--- src/common/xb_regs.vh ---
`ifndef XB_REGS_VH
`define XB_REGS_VH

// register byte offsets on the apb side
`define XB_OFF_BASE_HI      12'h000
`define XB_OFF_BASE_LO      12'h004
`define XB_OFF_BASE_STRIDE  12'h008
`define XB_OFF_OSC_CFG      12'h024
`define XB_OFF_MODE         12'h0F0
`define XB_OFF_STATUS       12'h0F4

// low base byte register fields
`define XB_LO_DIS_BIT       8
`define XB_LO_WP_BIT        9

// mode select register fields
`define XB_MODE_SEL_BIT     0
`define XB_MODE_RDW_LSB     1
`define XB_MODE_WRW_LSB     4
`define XB_MODE_W_BITS      3

// global oscillator configuration fields
`define XB_OSC_QUAL_BIT     6

// reset values
`define XB_MODE_RST         8'h00
`define XB_OSC_RST          8'h00
`define XB_BASE_RST         8'h00

// strobe framing times and clock period
`define XB_CLK_NS           50
`define XB_SETUP_NS         50
`define XB_HOLD_NS          50
`define XB_SETUP_CYC        ((`XB_SETUP_NS + `XB_CLK_NS - 1) / `XB_CLK_NS)
`define XB_HOLD_CYC         ((`XB_HOLD_NS + `XB_CLK_NS - 1) / `XB_CLK_NS)

`endif

--- src/logic/xb_addr_match.v ---
`timescale 1ns/100ps
`include "xb_regs.vh"

module xb_addr_match
#(
	parameter NSEL = 4
)
(
	input  wire [15:0]        host_addr,
	input  wire [16*NSEL-1:0] base_flat,
	input  wire [NSEL-1:0]    sel_disable,
	input  wire               mode_two,
	input  wire               qual_en,
	output wire [NSEL-1:0]    sel_hit
);

////////////////////////////////////////////////////////////////////////
// compare mask: which address bits take part in the match
function [15:0] xb_mask;
	input mode2;
	input qual;
	begin
		xb_mask = mode2 ? 16'hFFF0 : 16'hFFFC;
		if (!qual)
		begin
			xb_mask = xb_mask & 16'h0FFF;
		end
	end
endfunction

wire [15:0] cmp_mask;
wire        top_zero;

// low bits left out of the mask give each select four ports, sixteen in the second mode [RULE1]
assign cmp_mask = xb_mask(mode_two, qual_en);
// full qualification demands a clear top nibble [RULE9]
assign top_zero = ~qual_en | (host_addr[15:12] == 4'h0);

////////////////////////////////////////////////////////////////////////
// one comparator per select
genvar gi;
generate
	for (gi = 0; gi < NSEL; gi = gi + 1)
	begin : g_sel
		wire [15:0] base_w;
		wire        in_mode;
		assign base_w  = base_flat[16*gi +: 16];
		// second mode only owns the two lowest selects [RULE2]
		assign in_mode = ~mode_two | (gi < 2);
		// compare against the programmed base [RULE4] [RULE6] [RULE7]
		assign sel_hit[gi] = in_mode & ~sel_disable[gi] & top_zero &
			(((host_addr ^ base_w) & cmp_mask) == 16'h0000); // [RULE12]
	end
endgenerate

endmodule // xb_addr_match

--- src/logic/xb_phase_timer.v ---
`timescale 1ns/100ps

module xb_phase_timer
#(
	parameter W = 4
)
(
	input  wire         sys_clk,
	input  wire         rst,
	input  wire         load,
	input  wire [W-1:0] length,
	output wire         expired
);

reg [W-1:0] cnt_ff;
reg [W-1:0] nxt_cnt;

////////////////////////////////////////////////////////////////////////
// counts down a phase of length cycles, loaded with length minus one
always @*
begin
	nxt_cnt = cnt_ff;
	if (load)
	begin
		nxt_cnt = length - {{(W-1){1'b0}}, 1'b1};
	end
	else if (cnt_ff != {W{1'b0}})
	begin
		nxt_cnt = cnt_ff - {{(W-1){1'b0}}, 1'b1};
	end
end

always @(posedge sys_clk)
begin
	if (rst)
	begin
		cnt_ff <= {W{1'b0}};
	end
	else
	begin
		cnt_ff <= nxt_cnt;
	end
end

// straight from the count: the caller feeds expired back into load
assign expired = (cnt_ff == {W{1'b0}});

endmodule // xb_phase_timer

--- src/logic/xb_expansion.v ---
// Operation
// RULE1 - up to four external byte-wide peripherals, each up to sixteen ports.
// RULE2 - first mode: four selects and two address pins; second: two and four.
// RULE3 - a read strobe, a write strobe and an eight-bit data bus are driven.
// RULE4 - each select comes from comparing the host address with its base.
// RULE5 - bit 0 of the mode select register at 0xF0 picks the mode.
// RULE6 - first mode compares bits 15..2 and passes bits 1..0 through.
// RULE7 - second mode compares bits 15..4 and passes bits 3..0 through.
// RULE8 - a select is low only during the host cycle that matched it.
// RULE9 - qualification covers 16 bits and needs the top nibble zero.
// RULE10 - software sets bit 6 of the oscillator config for 16-bit decode.
// RULE11 - strobes assert only in a cycle whose address matched.
// RULE12 - each select has a disable bit in its low base register.
// RULE13 - each select has a set-once write protect bit cleared by reset.
// RULE14 - a protected select rejects writes to its high and low base regs.
// RULE15 - the mode select register also sets the strobe pulse widths.
// RULE16 - matched reads return the bus byte; writes drive the data bus.
// RULE17 - a blocked write completes normally and changes nothing.
//
// Local design decision: the APB register port.
`timescale 1ns/100ps
`include "xb_regs.vh"

module xb_expansion
#(
	parameter NSEL = 4
)
(
	input  wire        sys_clk,
	input  wire        rst,
	input  wire        hard_host_reset_n,
	input  wire [11:0] paddr,
	input  wire        psel,
	input  wire        penable,
	input  wire        pwrite,
	input  wire [31:0] pwdata,
	output reg  [31:0] prdata,
	output reg         pready,
	output reg         pslverr,
	input  wire        host_io_req,
	input  wire        host_io_write,
	input  wire [15:0] host_io_addr,
	input  wire [7:0]  host_io_wdata,
	output reg         host_io_ready,
	output reg         host_io_done,
	output reg         host_io_hit,
	output reg  [7:0]  host_io_rdata,
	output reg  [3:0]  peripheral_select_n,
	output reg  [3:0]  peripheral_addr,
	output reg         peripheral_read_strobe_n,
	output reg         peripheral_write_strobe_n,
	input  wire [7:0]  peripheral_data_in,
	output reg  [7:0]  peripheral_data_out,
	output reg         peripheral_data_oe
);

localparam ST_IDLE   = 5'b00001;
localparam ST_SETUP  = 5'b00010;
localparam ST_STROBE = 5'b00100;
localparam ST_HOLD   = 5'b01000;
localparam ST_DONE   = 5'b10000;

////////////////////////////////////////////////////////////////////////
// configuration and sequencer state
reg  [7:0]         base_hi_ff [0:NSEL-1];
reg  [7:0]         base_lo_ff [0:NSEL-1];
reg  [NSEL-1:0]    dis_ff;
reg  [NSEL-1:0]    wp_ff;
reg  [7:0]         mode_ff;
reg  [7:0]         osc_ff;
reg  [NSEL-1:0]    last_hit_ff;
reg  [4:0]         state_ff;
reg                is_write_ff;

wire               cfg_rst;
wire               acc;
wire               wr_acc;
wire [16*NSEL-1:0] base_flat;
wire [NSEL-1:0]    sel_hit;
wire               tmr_exp;
reg                tmr_load;
reg  [3:0]         tmr_len;
reg  [3:0]         sel_n_mode;
wire [31:0]        setup_cyc_w;
wire [31:0]        hold_cyc_w;

// phase lengths in cycles, cut to the timer width where used
assign setup_cyc_w = `XB_SETUP_CYC;
assign hold_cyc_w  = `XB_HOLD_CYC;

// both power-on and hard host reset clear the set-once bits [RULE13]
assign cfg_rst = rst | ~hard_host_reset_n;
assign acc     = psel & penable & pready;
assign wr_acc  = acc & pwrite;

genvar gi;
generate
	for (gi = 0; gi < NSEL; gi = gi + 1)
	begin : g_flat
		assign base_flat[16*gi +: 16] = {base_hi_ff[gi], base_lo_ff[gi]};
	end
endgenerate

////////////////////////////////////////////////////////////////////////
// decode helpers
function is_hi;
	input [11:0] a;
	input integer i;
	begin
		is_hi = (a == (`XB_OFF_BASE_HI + `XB_OFF_BASE_STRIDE * i[11:0]));
	end
endfunction

function is_lo;
	input [11:0] a;
	input integer i;
	begin
		is_lo = (a == (`XB_OFF_BASE_LO + `XB_OFF_BASE_STRIDE * i[11:0]));
	end
endfunction

function [3:0] width_of;
	input [2:0] fld;
	begin
		width_of = {1'b0, fld} + 4'h1;
	end
endfunction

////////////////////////////////////////////////////////////////////////
// base address matching
xb_addr_match
#(
	.NSEL (NSEL)
)
u_match
(
	.host_addr   (host_io_addr),
	.base_flat   (base_flat),
	.sel_disable (dis_ff),
	.mode_two    (mode_ff[`XB_MODE_SEL_BIT]),               // [RULE5]
	.qual_en     (osc_ff[`XB_OSC_QUAL_BIT]),                // [RULE10]
	.sel_hit     (sel_hit)
);

////////////////////////////////////////////////////////////////////////
// setup, strobe and hold phase timer
xb_phase_timer
#(
	.W (4)
)
u_timer
(
	.sys_clk (sys_clk),
	.rst     (rst),
	.load    (tmr_load),
	.length  (tmr_len),
	.expired (tmr_exp)
);

////////////////////////////////////////////////////////////////////////
// apb handshake: one wait-free access phase
always @(posedge sys_clk)
begin
	if (rst)
	begin
		pready <= 1'b0;
	end
	else
	begin
		pready <= psel & ~penable;
	end
end

////////////////////////////////////////////////////////////////////////
// base registers with disable and set-once protect
integer i;
always @(posedge sys_clk)
begin
	if (cfg_rst)
	begin
		for (i = 0; i < NSEL; i = i + 1)
		begin
			base_hi_ff[i] <= `XB_BASE_RST;
			base_lo_ff[i] <= `XB_BASE_RST;
		end
		dis_ff <= {NSEL{1'b0}};
		wp_ff  <= {NSEL{1'b0}};
	end
	else if (wr_acc)
	begin
		for (i = 0; i < NSEL; i = i + 1)
		begin
			// protected selects silently ignore writes [RULE14] [RULE17]
			if (is_hi(paddr, i) && !wp_ff[i])
			begin
				base_hi_ff[i] <= pwdata[7:0];
			end
			else if (is_lo(paddr, i) && !wp_ff[i])
			begin
				base_lo_ff[i] <= pwdata[7:0];
				dis_ff[i]     <= pwdata[`XB_LO_DIS_BIT];       // [RULE12]
				wp_ff[i]      <= pwdata[`XB_LO_WP_BIT];        // [RULE13]
			end
		end
	end
end

////////////////////////////////////////////////////////////////////////
// mode and oscillator configuration
always @(posedge sys_clk)
begin
	if (cfg_rst)
	begin
		mode_ff <= `XB_MODE_RST;
		osc_ff  <= `XB_OSC_RST;
	end
	else if (wr_acc)
	begin
		if (paddr == `XB_OFF_MODE)
		begin
			mode_ff <= pwdata[7:0];                            // [RULE15]
		end
		else if (paddr == `XB_OFF_OSC_CFG)
		begin
			osc_ff <= pwdata[7:0];
		end
	end
end

////////////////////////////////////////////////////////////////////////
// read data and error answer, given in the access phase
reg [31:0] nxt_rdata;
reg        nxt_err;
integer    k;
always @*
begin
	nxt_rdata = 32'h0000_0000;
	nxt_err   = 1'b1;
	if (paddr == `XB_OFF_MODE)
	begin
		nxt_rdata = {24'h000000, mode_ff};
		nxt_err   = 1'b0;
	end
	else if (paddr == `XB_OFF_OSC_CFG)
	begin
		nxt_rdata = {24'h000000, osc_ff};
		nxt_err   = 1'b0;
	end
	else if (paddr == `XB_OFF_STATUS)
	begin
		nxt_rdata[3:0]  = last_hit_ff;
		nxt_rdata[4]    = ~state_ff[0];
		nxt_rdata[11:8] = wp_ff;
		nxt_err         = 1'b0;
	end
	for (k = 0; k < NSEL; k = k + 1)
	begin
		if (is_hi(paddr, k))
		begin
			nxt_rdata = {24'h000000, base_hi_ff[k]};
			nxt_err   = 1'b0;
		end
		else if (is_lo(paddr, k))
		begin
			nxt_rdata = {22'h0, wp_ff[k], dis_ff[k], base_lo_ff[k]};
			nxt_err   = 1'b0;
		end
	end
end

always @(posedge sys_clk)
begin
	if (rst)
	begin
		prdata  <= 32'h0000_0000;
		pslverr <= 1'b0;
	end
	else if (psel && !penable)
	begin
		prdata  <= pwrite ? 32'h0000_0000 : nxt_rdata;
		pslverr <= nxt_err;
	end
	else
	begin
		prdata  <= 32'h0000_0000;
		pslverr <= 1'b0;
	end
end

////////////////////////////////////////////////////////////////////////
// select mask per mode: unused selects stay high in the second mode
always @*
begin
	sel_n_mode = ~sel_hit;
	if (mode_ff[`XB_MODE_SEL_BIT])
	begin
		sel_n_mode[3:2] = 2'b11;                               // [RULE2]
	end
end

////////////////////////////////////////////////////////////////////////
// timer loads at each phase change
always @*
begin
	tmr_load = 1'b0;
	tmr_len  = 4'h1;
	case (state_ff)
		ST_IDLE:
		begin
			tmr_load = host_io_req & (|sel_hit);
			tmr_len  = setup_cyc_w[3:0];
		end
		ST_SETUP:
		begin
			tmr_load = tmr_exp;
			tmr_len  = is_write_ff ?
				width_of(mode_ff[`XB_MODE_WRW_LSB +: `XB_MODE_W_BITS]) :
				width_of(mode_ff[`XB_MODE_RDW_LSB +: `XB_MODE_W_BITS]);
		end
		ST_STROBE:
		begin
			tmr_load = tmr_exp;
			tmr_len  = hold_cyc_w[3:0];
		end
		default:
		begin
			tmr_load = 1'b0;
		end
	endcase
end

////////////////////////////////////////////////////////////////////////
// host cycle sequencer driving the peripheral pins
always @(posedge sys_clk)
begin
	if (rst)
	begin
		state_ff                  <= ST_IDLE;
		is_write_ff               <= 1'b0;
		last_hit_ff               <= {NSEL{1'b0}};
		host_io_ready             <= 1'b1;
		host_io_done              <= 1'b0;
		host_io_hit               <= 1'b0;
		host_io_rdata             <= 8'hFF;
		peripheral_select_n       <= 4'hF;
		peripheral_addr           <= 4'h0;
		peripheral_read_strobe_n  <= 1'b1;
		peripheral_write_strobe_n <= 1'b1;
		peripheral_data_out       <= 8'h00;
		peripheral_data_oe        <= 1'b0;
	end
	else
	begin
		host_io_done <= 1'b0;
		case (state_ff)
			ST_IDLE:
			begin
				if (host_io_req)
				begin
					host_io_ready <= 1'b0;
					is_write_ff   <= host_io_write;
					last_hit_ff   <= sel_hit;
					host_io_hit   <= |sel_hit;
					host_io_rdata <= 8'hFF;
					if (|sel_hit)
					begin
						// select low only for the matched cycle [RULE8]
						peripheral_select_n <= sel_n_mode;
						// pass low address bits [RULE6] [RULE7]
						peripheral_addr <= mode_ff[`XB_MODE_SEL_BIT] ?
							host_io_addr[3:0] :
							{2'b00, host_io_addr[1:0]};
						peripheral_data_out <= host_io_wdata;   // [RULE16]
						peripheral_data_oe  <= host_io_write;   // [RULE3]
						state_ff            <= ST_SETUP;
					end
					else
					begin
						state_ff <= ST_DONE;
					end
				end
			end
			ST_SETUP:
			begin
				if (tmr_exp)
				begin
					// strobes only inside a matched cycle [RULE11]
					peripheral_read_strobe_n  <= is_write_ff;
					peripheral_write_strobe_n <= ~is_write_ff;
					state_ff                  <= ST_STROBE;
				end
			end
			ST_STROBE:
			begin
				if (tmr_exp)
				begin
					peripheral_read_strobe_n  <= 1'b1;
					peripheral_write_strobe_n <= 1'b1;
					if (!is_write_ff)
					begin
						host_io_rdata <= peripheral_data_in;    // [RULE16]
					end
					state_ff <= ST_HOLD;
				end
			end
			ST_HOLD:
			begin
				if (tmr_exp)
				begin
					peripheral_select_n <= 4'hF;                // [RULE8]
					peripheral_data_oe  <= 1'b0;
					state_ff            <= ST_DONE;
				end
			end
			ST_DONE:
			begin
				host_io_done  <= 1'b1;
				host_io_ready <= 1'b1;
				state_ff      <= ST_IDLE;
			end
			default:
			begin
				state_ff <= ST_IDLE;
			end
		endcase
	end
end

endmodule // xb_expansion

--- config.mk ---
export PLATFORM = sky130hd
export DESIGN_NAME = xb_expansion
export DESIGN_NICKNAME = d
export VERILOG_FILES = /design/src/logic/xb_addr_match.v /design/src/logic/xb_phase_timer.v /design/src/logic/xb_expansion.v
export VERILOG_INCLUDE_DIRS = /design/src /design/src/common
export SDC_FILE = /design/constraint.sdc
export NUM_CORES = 1
export LEC_CHECK = 0
export BUFFER_PORTS_ARGS = -buffer_cell sky130_fd_sc_hd__buf_4
export CORE_MARGIN = 2
export CORE_UTILIZATION = 60
export CTS_BUF_LIST = sky130_fd_sc_hd__clkbuf_4 sky130_fd_sc_hd__clkbuf_8
export DETAILED_ROUTE_END_ITERATION = 10
export PLACE_DENSITY = 0.95
export SYNTH_ARGS = -nofsm -noshare
export SYNTH_HDL_FRONTEND = slang
export SYNTH_SLANG_ARGS = --single-unit
--- constraint.sdc ---
create_clock -name sys_clk -period 7.8 [get_ports sys_clk]
set_input_delay 1.56 -clock sys_clk [delete_from_list [all_inputs] [get_ports sys_clk]]
set_output_delay 1.56 -clock sys_clk [all_outputs]
set_load 0.005 [all_outputs]
==> results.toml, run 1 <==
[outcome]
status = "completed"

[worst_setup_path]
worstPathRequired_ns = 8.12
startpoint_type = "primary input"
ff2ff_path_depth = 12
endpoint_kind = "flip-flop"
regToRegEndpoint = "u_timer.cnt_ff[2]"
worstPathMaxFanout = 27
r2r-start = "state_ff[1]"
arrival_ns = 4.56
path_class = "primary input to flip-flop"
rrSetupSlack_ns = 4.39

[placement]
hpwl_mm = 15.8
pre_cts_slack_ns = 3.18
io_buffers = 105
routabilityCongestion = 1.02

[floorplan]
rows = 40
die_h_um = 116
dieArea_um2 = 13300
core_um2 = 12100
die_w_um = 116
design.portCount = 148
initial_utilization_pct = 61.9

[cts]
cts_sinks = 146
clock_latency_ns = 0.47
cts_buffer_depth = 2
htreeDepth = 4
root_buffer = "clkbuf_8"
postCtsHoldBufs = 0
cts_made_buffers = 17
clk_pin_slew_worst_paths_ns = 0.08
cts_tree = "done"
post_cts_buffers = 0
cts_resized = 0

[min_path]
hold_depth = 2
holdCritStartpoint = "last_hit_ff[3]"
min_to = "last_hit_ff[3]"
hold_class = "flip-flop to flip-flop"

[route]
drt_pass1_iterations = 5
ant_nets = 0
viasPerCell = 6.23
first_iter_violations = 945
remaining_drc_errors = 0
drt-total-wl_mm = 22.0
routed_wire_length_per_instance_um = 21.2
vias = 6442

[sta]
finalSetupViolCount = 0
max_clock_freq_mhz = 236
tns_ns = 0
hold_viol = 0
drv_slew = 0
maxSlewHeadroom_pct = 15.8
fin_skew_ns = 0.0149
worstMarginPinSlew_ns = 1.25
period_share_pct = 54.3
finalCriticalPeriod_ns = 4.24
rsz0062_at_grt = "false"
setup_slack_ns = 3.56

[synthesis]
synth-seq-cells = 146
yosysTopAreaCellShare_pct = 25.8
synth_common_cells = "dfxtp_1 (82), and2_1 (69), edfxtp_1 (64)"
ys_seq_area_share_pct = 47.7
synth_xor_area_share_pct = 5.40
syn_avg_cell_area_um2 = 9.79
muxShareOfSynthArea_pct = 4.04
async_flop_share_pct = 0
synth_flop_cell = "dfxtp_1"
synthCells = 762
yosysWarningCount = 0
synth_edf_count = 64
synth_top_family_by_area = "simple AND/OR/NAND/NOR gates"
synth_fa_ha_area_share_pct = 0.335
syn_area_um2 = 7460
synth-compound-area-share_pct = 14.5
synth_area_leaders = "edfxtp_1 (26%), dfxtp_1 (22%), and2_1 (5.8%)"
synth_simple_gate_area_share_pct = 22.9
synth_cell_types = 75
synth.largest_area_cell = "edfxtp_1"
yosysMostFrequentCell = "dfxtp_1"

[power]
power-per-cell-area_nw_per_um2 = 188
leakagePower_nw = 3.35
ir_drop_v = 0.000269

[global_route]
grt_max_degree = 38
grt_pass1_vias = 6052
antenna_found_initial = 0
grt_remaining_overflow = 0
track_usage_pct = 33.7
grt_pass1_wl_mm = 33.2

[finish]
finalNetCount = 940
num_antenna_cells = 0
synthToLayoutAreaGrowth_pct = 16.1
drive_gt1_share_pct = 21.5

[run]
drv_cap = 0
## cell type report
cell class                      count  area [µm²]
Fill cell                         860        3400
Multi-Input combinational cell    562        3590
Timing Repair Buffer              109         818
Clock inverter                     10         134
Sequential cell                   146        3560
Clock buffer                       21         277
Inverter                           18        67.6
Tap cell                          168         210
## cell usage in the layout (no fill, tap or decap), types with 4 or more instances in the layout
master    Yosys  routed
a22o_1        7       7
or2_2         4       4
or4_1         4       4
nor3_1       26      26
clkbuf_8      0      19
edfxtp_1     64      64
conb_1        1      20
a21oi_1      43      43
nand2_1      58      58
nor4_1        7       7
nor2b_1       4       4
o22ai_1      12      12
nand3_1      13      13
xor2_1       24      24
or3_1         5       5
buf_4        21     109
mux2i_1      20      20
dfxtp_1      82      82
a22oi_1       4       4
a31oi_1       9       9
and2_1       69      69
nor2_1       63      63
xnor2_1      22      22
inv_1        18      18
a221oi_1      6       6
clkinv_2      0       4
o31ai_1       8       8
mux2_2        9       9
nor3_2        8       8
nand4_1       6       6
and3_1        6       6
nand2b_1      4       4
o21ai_0      37      37
## flip-flops by register name (all words and copies together), names as in the netlist, 4 cells and up
register,cells
base_hi_ff,32
base_lo_ff,32
prdata,12
host_io_rdata,8
mode_ff,8
osc_ff,8
peripheral_data_out,8
state_ff,5
dis_ff,4
last_hit_ff,4
peripheral_addr,4
peripheral_select_n,4
u_timer.cnt_ff,4
wp_ff,4
## power by group
group | internal (mW) | switching, mW
sequential | 0.817 | 0.0194
clock | 0.337 | 0.283
combinational | 0.0643 | 0.108
## stage by stage
stage / util, % / power, mW / cell area (µm²) / hold WS (ns) / std cells
6_report: 71.8 / 1.63 / 8660 / 0.473 / 1034
2_1_floorplan: - / 0.953 / 7530 / 0.433 / 781
5_1_grt: 71.8 / 1.67 / 8660 / 0.500 / 1034
3_3_place_gp: 68.4 / 1.01 / 8250 / 0.446 / 1003
3_5_place_dp: 68.4 / 1.02 / 8250 / 0.461 / 1003
4_1_cts: 71.8 / 1.62 / 8660 / 0.476 / 1034
## worst max-delay path: stages
cell	delay (ns)
buf_4	0.17
xnor2_1	0.18
a21oi_1	0.08
nor4_1	0.62
nand3_1	0.31
a41oi_4	0.72
nor2_2	0.16
a2bb2oi_1	0.19
ha_1	0.24
nand2_1	0.08
mux2i_1	0.07
nand2_1	0.08
o32ai_2	0.08
## per-layer routing
layer | track usage (%) | routed length [µm]
met1 | 42.1 | 8390
met2 | 53.2 | 10100
met3 | 9.73 | 2510
met4 | 17.4 | 1020
met5 | 0 | 0
## kinds of logic (layout without fill, tap and decap cells)
kind of cell,after synthesis,in the layout
flip-flops,146,146
adder cells (fa/ha/maj),2,2
multiplexers,29,29
AND/OR/NAND/NOR,304,304
AO/OA/AOI/OAI,161,161
buffers and inverters,73,158
other,1,20
XOR/XNOR,46,46
## worst max path at each step
stage                         start                end  cells past startpoint  slack (ns)
floorplan                  paddr[9]   base_hi_ff[1][0]                      5        3.73
detailed placement  host_io_addr[3]  u_timer.cnt_ff[2]                     11        3.18
finish              host_io_addr[3]  u_timer.cnt_ff[2]                     13        3.56
global placement    host_io_addr[2]  u_timer.cnt_ff[2]                     13        3.20
CTS                 host_io_addr[3]  u_timer.cnt_ff[2]                     13        3.64
global route        host_io_addr[3]  u_timer.cnt_ff[2]                     13        3.35
Note: power is estimated with default switching activity, not from simulation.
==> run 2, diff against run 1 <==
--- a/config.mk
+++ b/config.mk
@@ -8,10 +8,10 @@
 export LEC_CHECK = 0
 export BUFFER_PORTS_ARGS = -buffer_cell sky130_fd_sc_hd__buf_4
 export CORE_MARGIN = 2
-export CORE_UTILIZATION = 60
+export CORE_UTILIZATION = 52
 export CTS_BUF_LIST = sky130_fd_sc_hd__clkbuf_4 sky130_fd_sc_hd__clkbuf_8
 export DETAILED_ROUTE_END_ITERATION = 10
-export PLACE_DENSITY = 0.95
+export PLACE_DENSITY = 0.88
 export SYNTH_ARGS = -nofsm -noshare
 export SYNTH_HDL_FRONTEND = slang
 export SYNTH_SLANG_ARGS = --single-unit
==> constraint.sdc (replaced) <==
create_clock -name sys_clk -period 3.4 [get_ports sys_clk]
set_input_delay 0.68 -clock sys_clk [delete_from_list [all_inputs] [get_ports sys_clk]]
set_output_delay 0.68 -clock sys_clk [all_outputs]
set_load 0.005 [all_outputs]
==> run 2 against run 1 <==
Compared with the run above: sequential share of layout area fell by 0.96 points; non-clock buffer count rose by 20; largest power group unchanged; highest routed layer unchanged; critical endpoint unchanged; power rose by 140%; clock skew rose by 0.0053 ns; largest cell class unchanged.
==> results.toml, run 2 (synthesized netlist as in run 1, its figures left out) <==
[outcome]
status = "completed"

[finish]
layout_common_cells = "buf_4 (129), dfxtp_1 (82), and2_1 (69)"
drive_gt1_share_pct = 23.2
final_common_cell = "buf_4"
n_fill_cell = 1124
num_antenna_cells = 0
top_regs = "base_hi_ff x32, base_lo_ff x32, prdata x12"
finalNetCount = 960
synthToLayoutAreaGrowth_pct = 18.8
final_cells = 1067

[cts]
cts_sinks = 146
cts_buffer_depth = 2
postCtsHoldBufs = 0
cts_made_buffers = 17
cts_tree = "done"
cts_resized = 0
clock_latency_ns = 0.48
clk_pin_slew_worst_paths_ns = 0.08
htreeDepth = 4
root_buffer = "clkbuf_8"
post_cts_buffers = 0

[placement]
hpwl_mm = 16.5
routabilityCongestion = 1.04
dp.cells = 1035
io_buffers = 105

[route]
drt-total-wl_mm = 22.3
routed_wire_length_per_instance_um = 20.9
viasPerCell = 6.01
drt_pass1_iterations = 5
first_iter_violations = 726
vias = 6416
remaining_drc_errors = 0
ant_nets = 0

[worst_setup_path]
path_class = "flip-flop to flip-flop"
slowest_delay_ns = 0.45
endpoint_kind = "flip-flop"
crit_chain = "xor2_1 -> or3_1 -> nor4_1 -> nand3_1 -> and4_2 -> o21bai_1 -> a21boi_0 -> ha_1 -> nand2_1 -> mux2i_1 -> nand2_1 -> o32ai_2"
cp_num_buf_inv = 0
cpMostUsedCell = "nand2_1"
startpoint_type = "flip-flop"
critPathTopFamily = "simple AND/OR/NAND/NOR gates"
arrival_ns = 3.39
worstPathMaxFanout = 3
cpMaxStageDelayCell = "edfxtp_1"
worstPathRequired_ns = 3.79

[sta]
max_clock_freq_mhz = 333
finalSetupViolCount = 0
rsz0062_at_grt = "false"
fin_skew_ns = 0.0202
drv_slew = 0
finalCriticalPeriod_ns = 3.00
tns_ns = 0
hold_viol = 0
worstMarginPinSlew_ns = 0.808
maxSlewHeadroom_pct = 45.7
period_share_pct = 88.2

[power]
p_switching_uw = 970
power-per-cell-area_nw_per_um2 = 437
p_int_mw = 2.91
leakagePower_nw = 3.45
comb_power_share_pct = 10.2
ir_drop_v = 0.000344
power_frac_seq_pct = 49.5
p_clk_share_pct = 40.3
switching_share_pct = 25.0

[global_route]
track_usage_pct = 29.8
antenna_found_initial = 0
grt_remaining_overflow = 0
grt_pass1_vias = 6032
grt_max_degree = 32
grt_pass1_wl_mm = 33.2

[run]
drv_cap = 0

[floorplan]
initial_utilization_pct = 53.6
core_um2 = 13900
die_h_um = 124
rows = 43
dieArea_um2 = 15300
design.portCount = 148
die_w_um = 124

[min_path]
hold_class = "primary input to flip-flop"
-- run 2: per-layer routing --
metal	share of wire [%]	global-route usage (%)	wire length, µm	up-vias
met4	4.2	14.2	936	0
met1	40	38.3	8930	3052
met3	9.2	5.63	2040	57
met5	0	0	0	-
met2	47	48.4	10400	368
li1	-	-	-	2939
-- run 2: through the flow --
stage	area (µm²)	hold slack, ns	utilization [%]	power (mW)	setup WS, ns
2_1_floorplan	7530	0.433	-	2.19	0.208
3_3_place_gp	8420	0.441	60.4	2.33	0.0627
3_5_place_dp	8420	0.463	60.4	2.35	0.00194
4_1_cts	8870	0.436	63.6	3.88	0.451
5_1_grt	8870	0.439	63.6	3.99	0.222
6_report	8870	0.449	63.6	3.88	0.401
-- run 2: power by group through the flow --
stage	logic (mW)	clock network, mW	registers (mW)
final	0.394	1.56	1.92
after global routing	0.421	1.65	1.93
after CTS	0.388	1.57	1.92
after detailed placement	0.386	0	1.96
after global placement	0.378	0	1.96
after floorplan	0.245	0	1.94
-- run 2: cell type report --
cell class | instances | area (µm²) | share of cell area [%]
Multi-Input combinational cell | 562 | 3590 | 40.5
Clock buffer | 18 | 241 | 2.72
Clock inverter | 14 | 210 | 2.37
Inverter | 18 | 67.6 | 0.762
Sequential cell | 146 | 3560 | 40.2
Timing Repair Buffer | 129 | 968 | 10.9
Tap cell | 180 | 225 | 2.54
-- run 2: path summary, 6_finish.rpt --
path                                    startpoint                      to  cells past startpoint  slack, ns
worst min-delay path              host_io_wdata[5]  peripheral_data_out[5]                      3       0.45
worst min register to register  peripheral_data_oe      peripheral_data_oe                      2       0.47
worst max register to register    base_lo_ff[2][6]       u_timer.cnt_ff[2]                     12       0.40
worst max-delay path              base_lo_ff[2][6]       u_timer.cnt_ff[2]                     12       0.40
-- run 2: worst register-to-register path, cell delays in order, from the launching register on --
cell and delay, ns:
edfxtp_1 0.45, xor2_1 0.18, or3_1 0.30, nor4_1 0.42, nand3_1 0.26, and4_2 0.30, o21bai_1 0.17, a21boi_0 0.20
ha_1 0.23, nand2_1 0.06, mux2i_1 0.14, nand2_1 0.08, o32ai_2 0.13
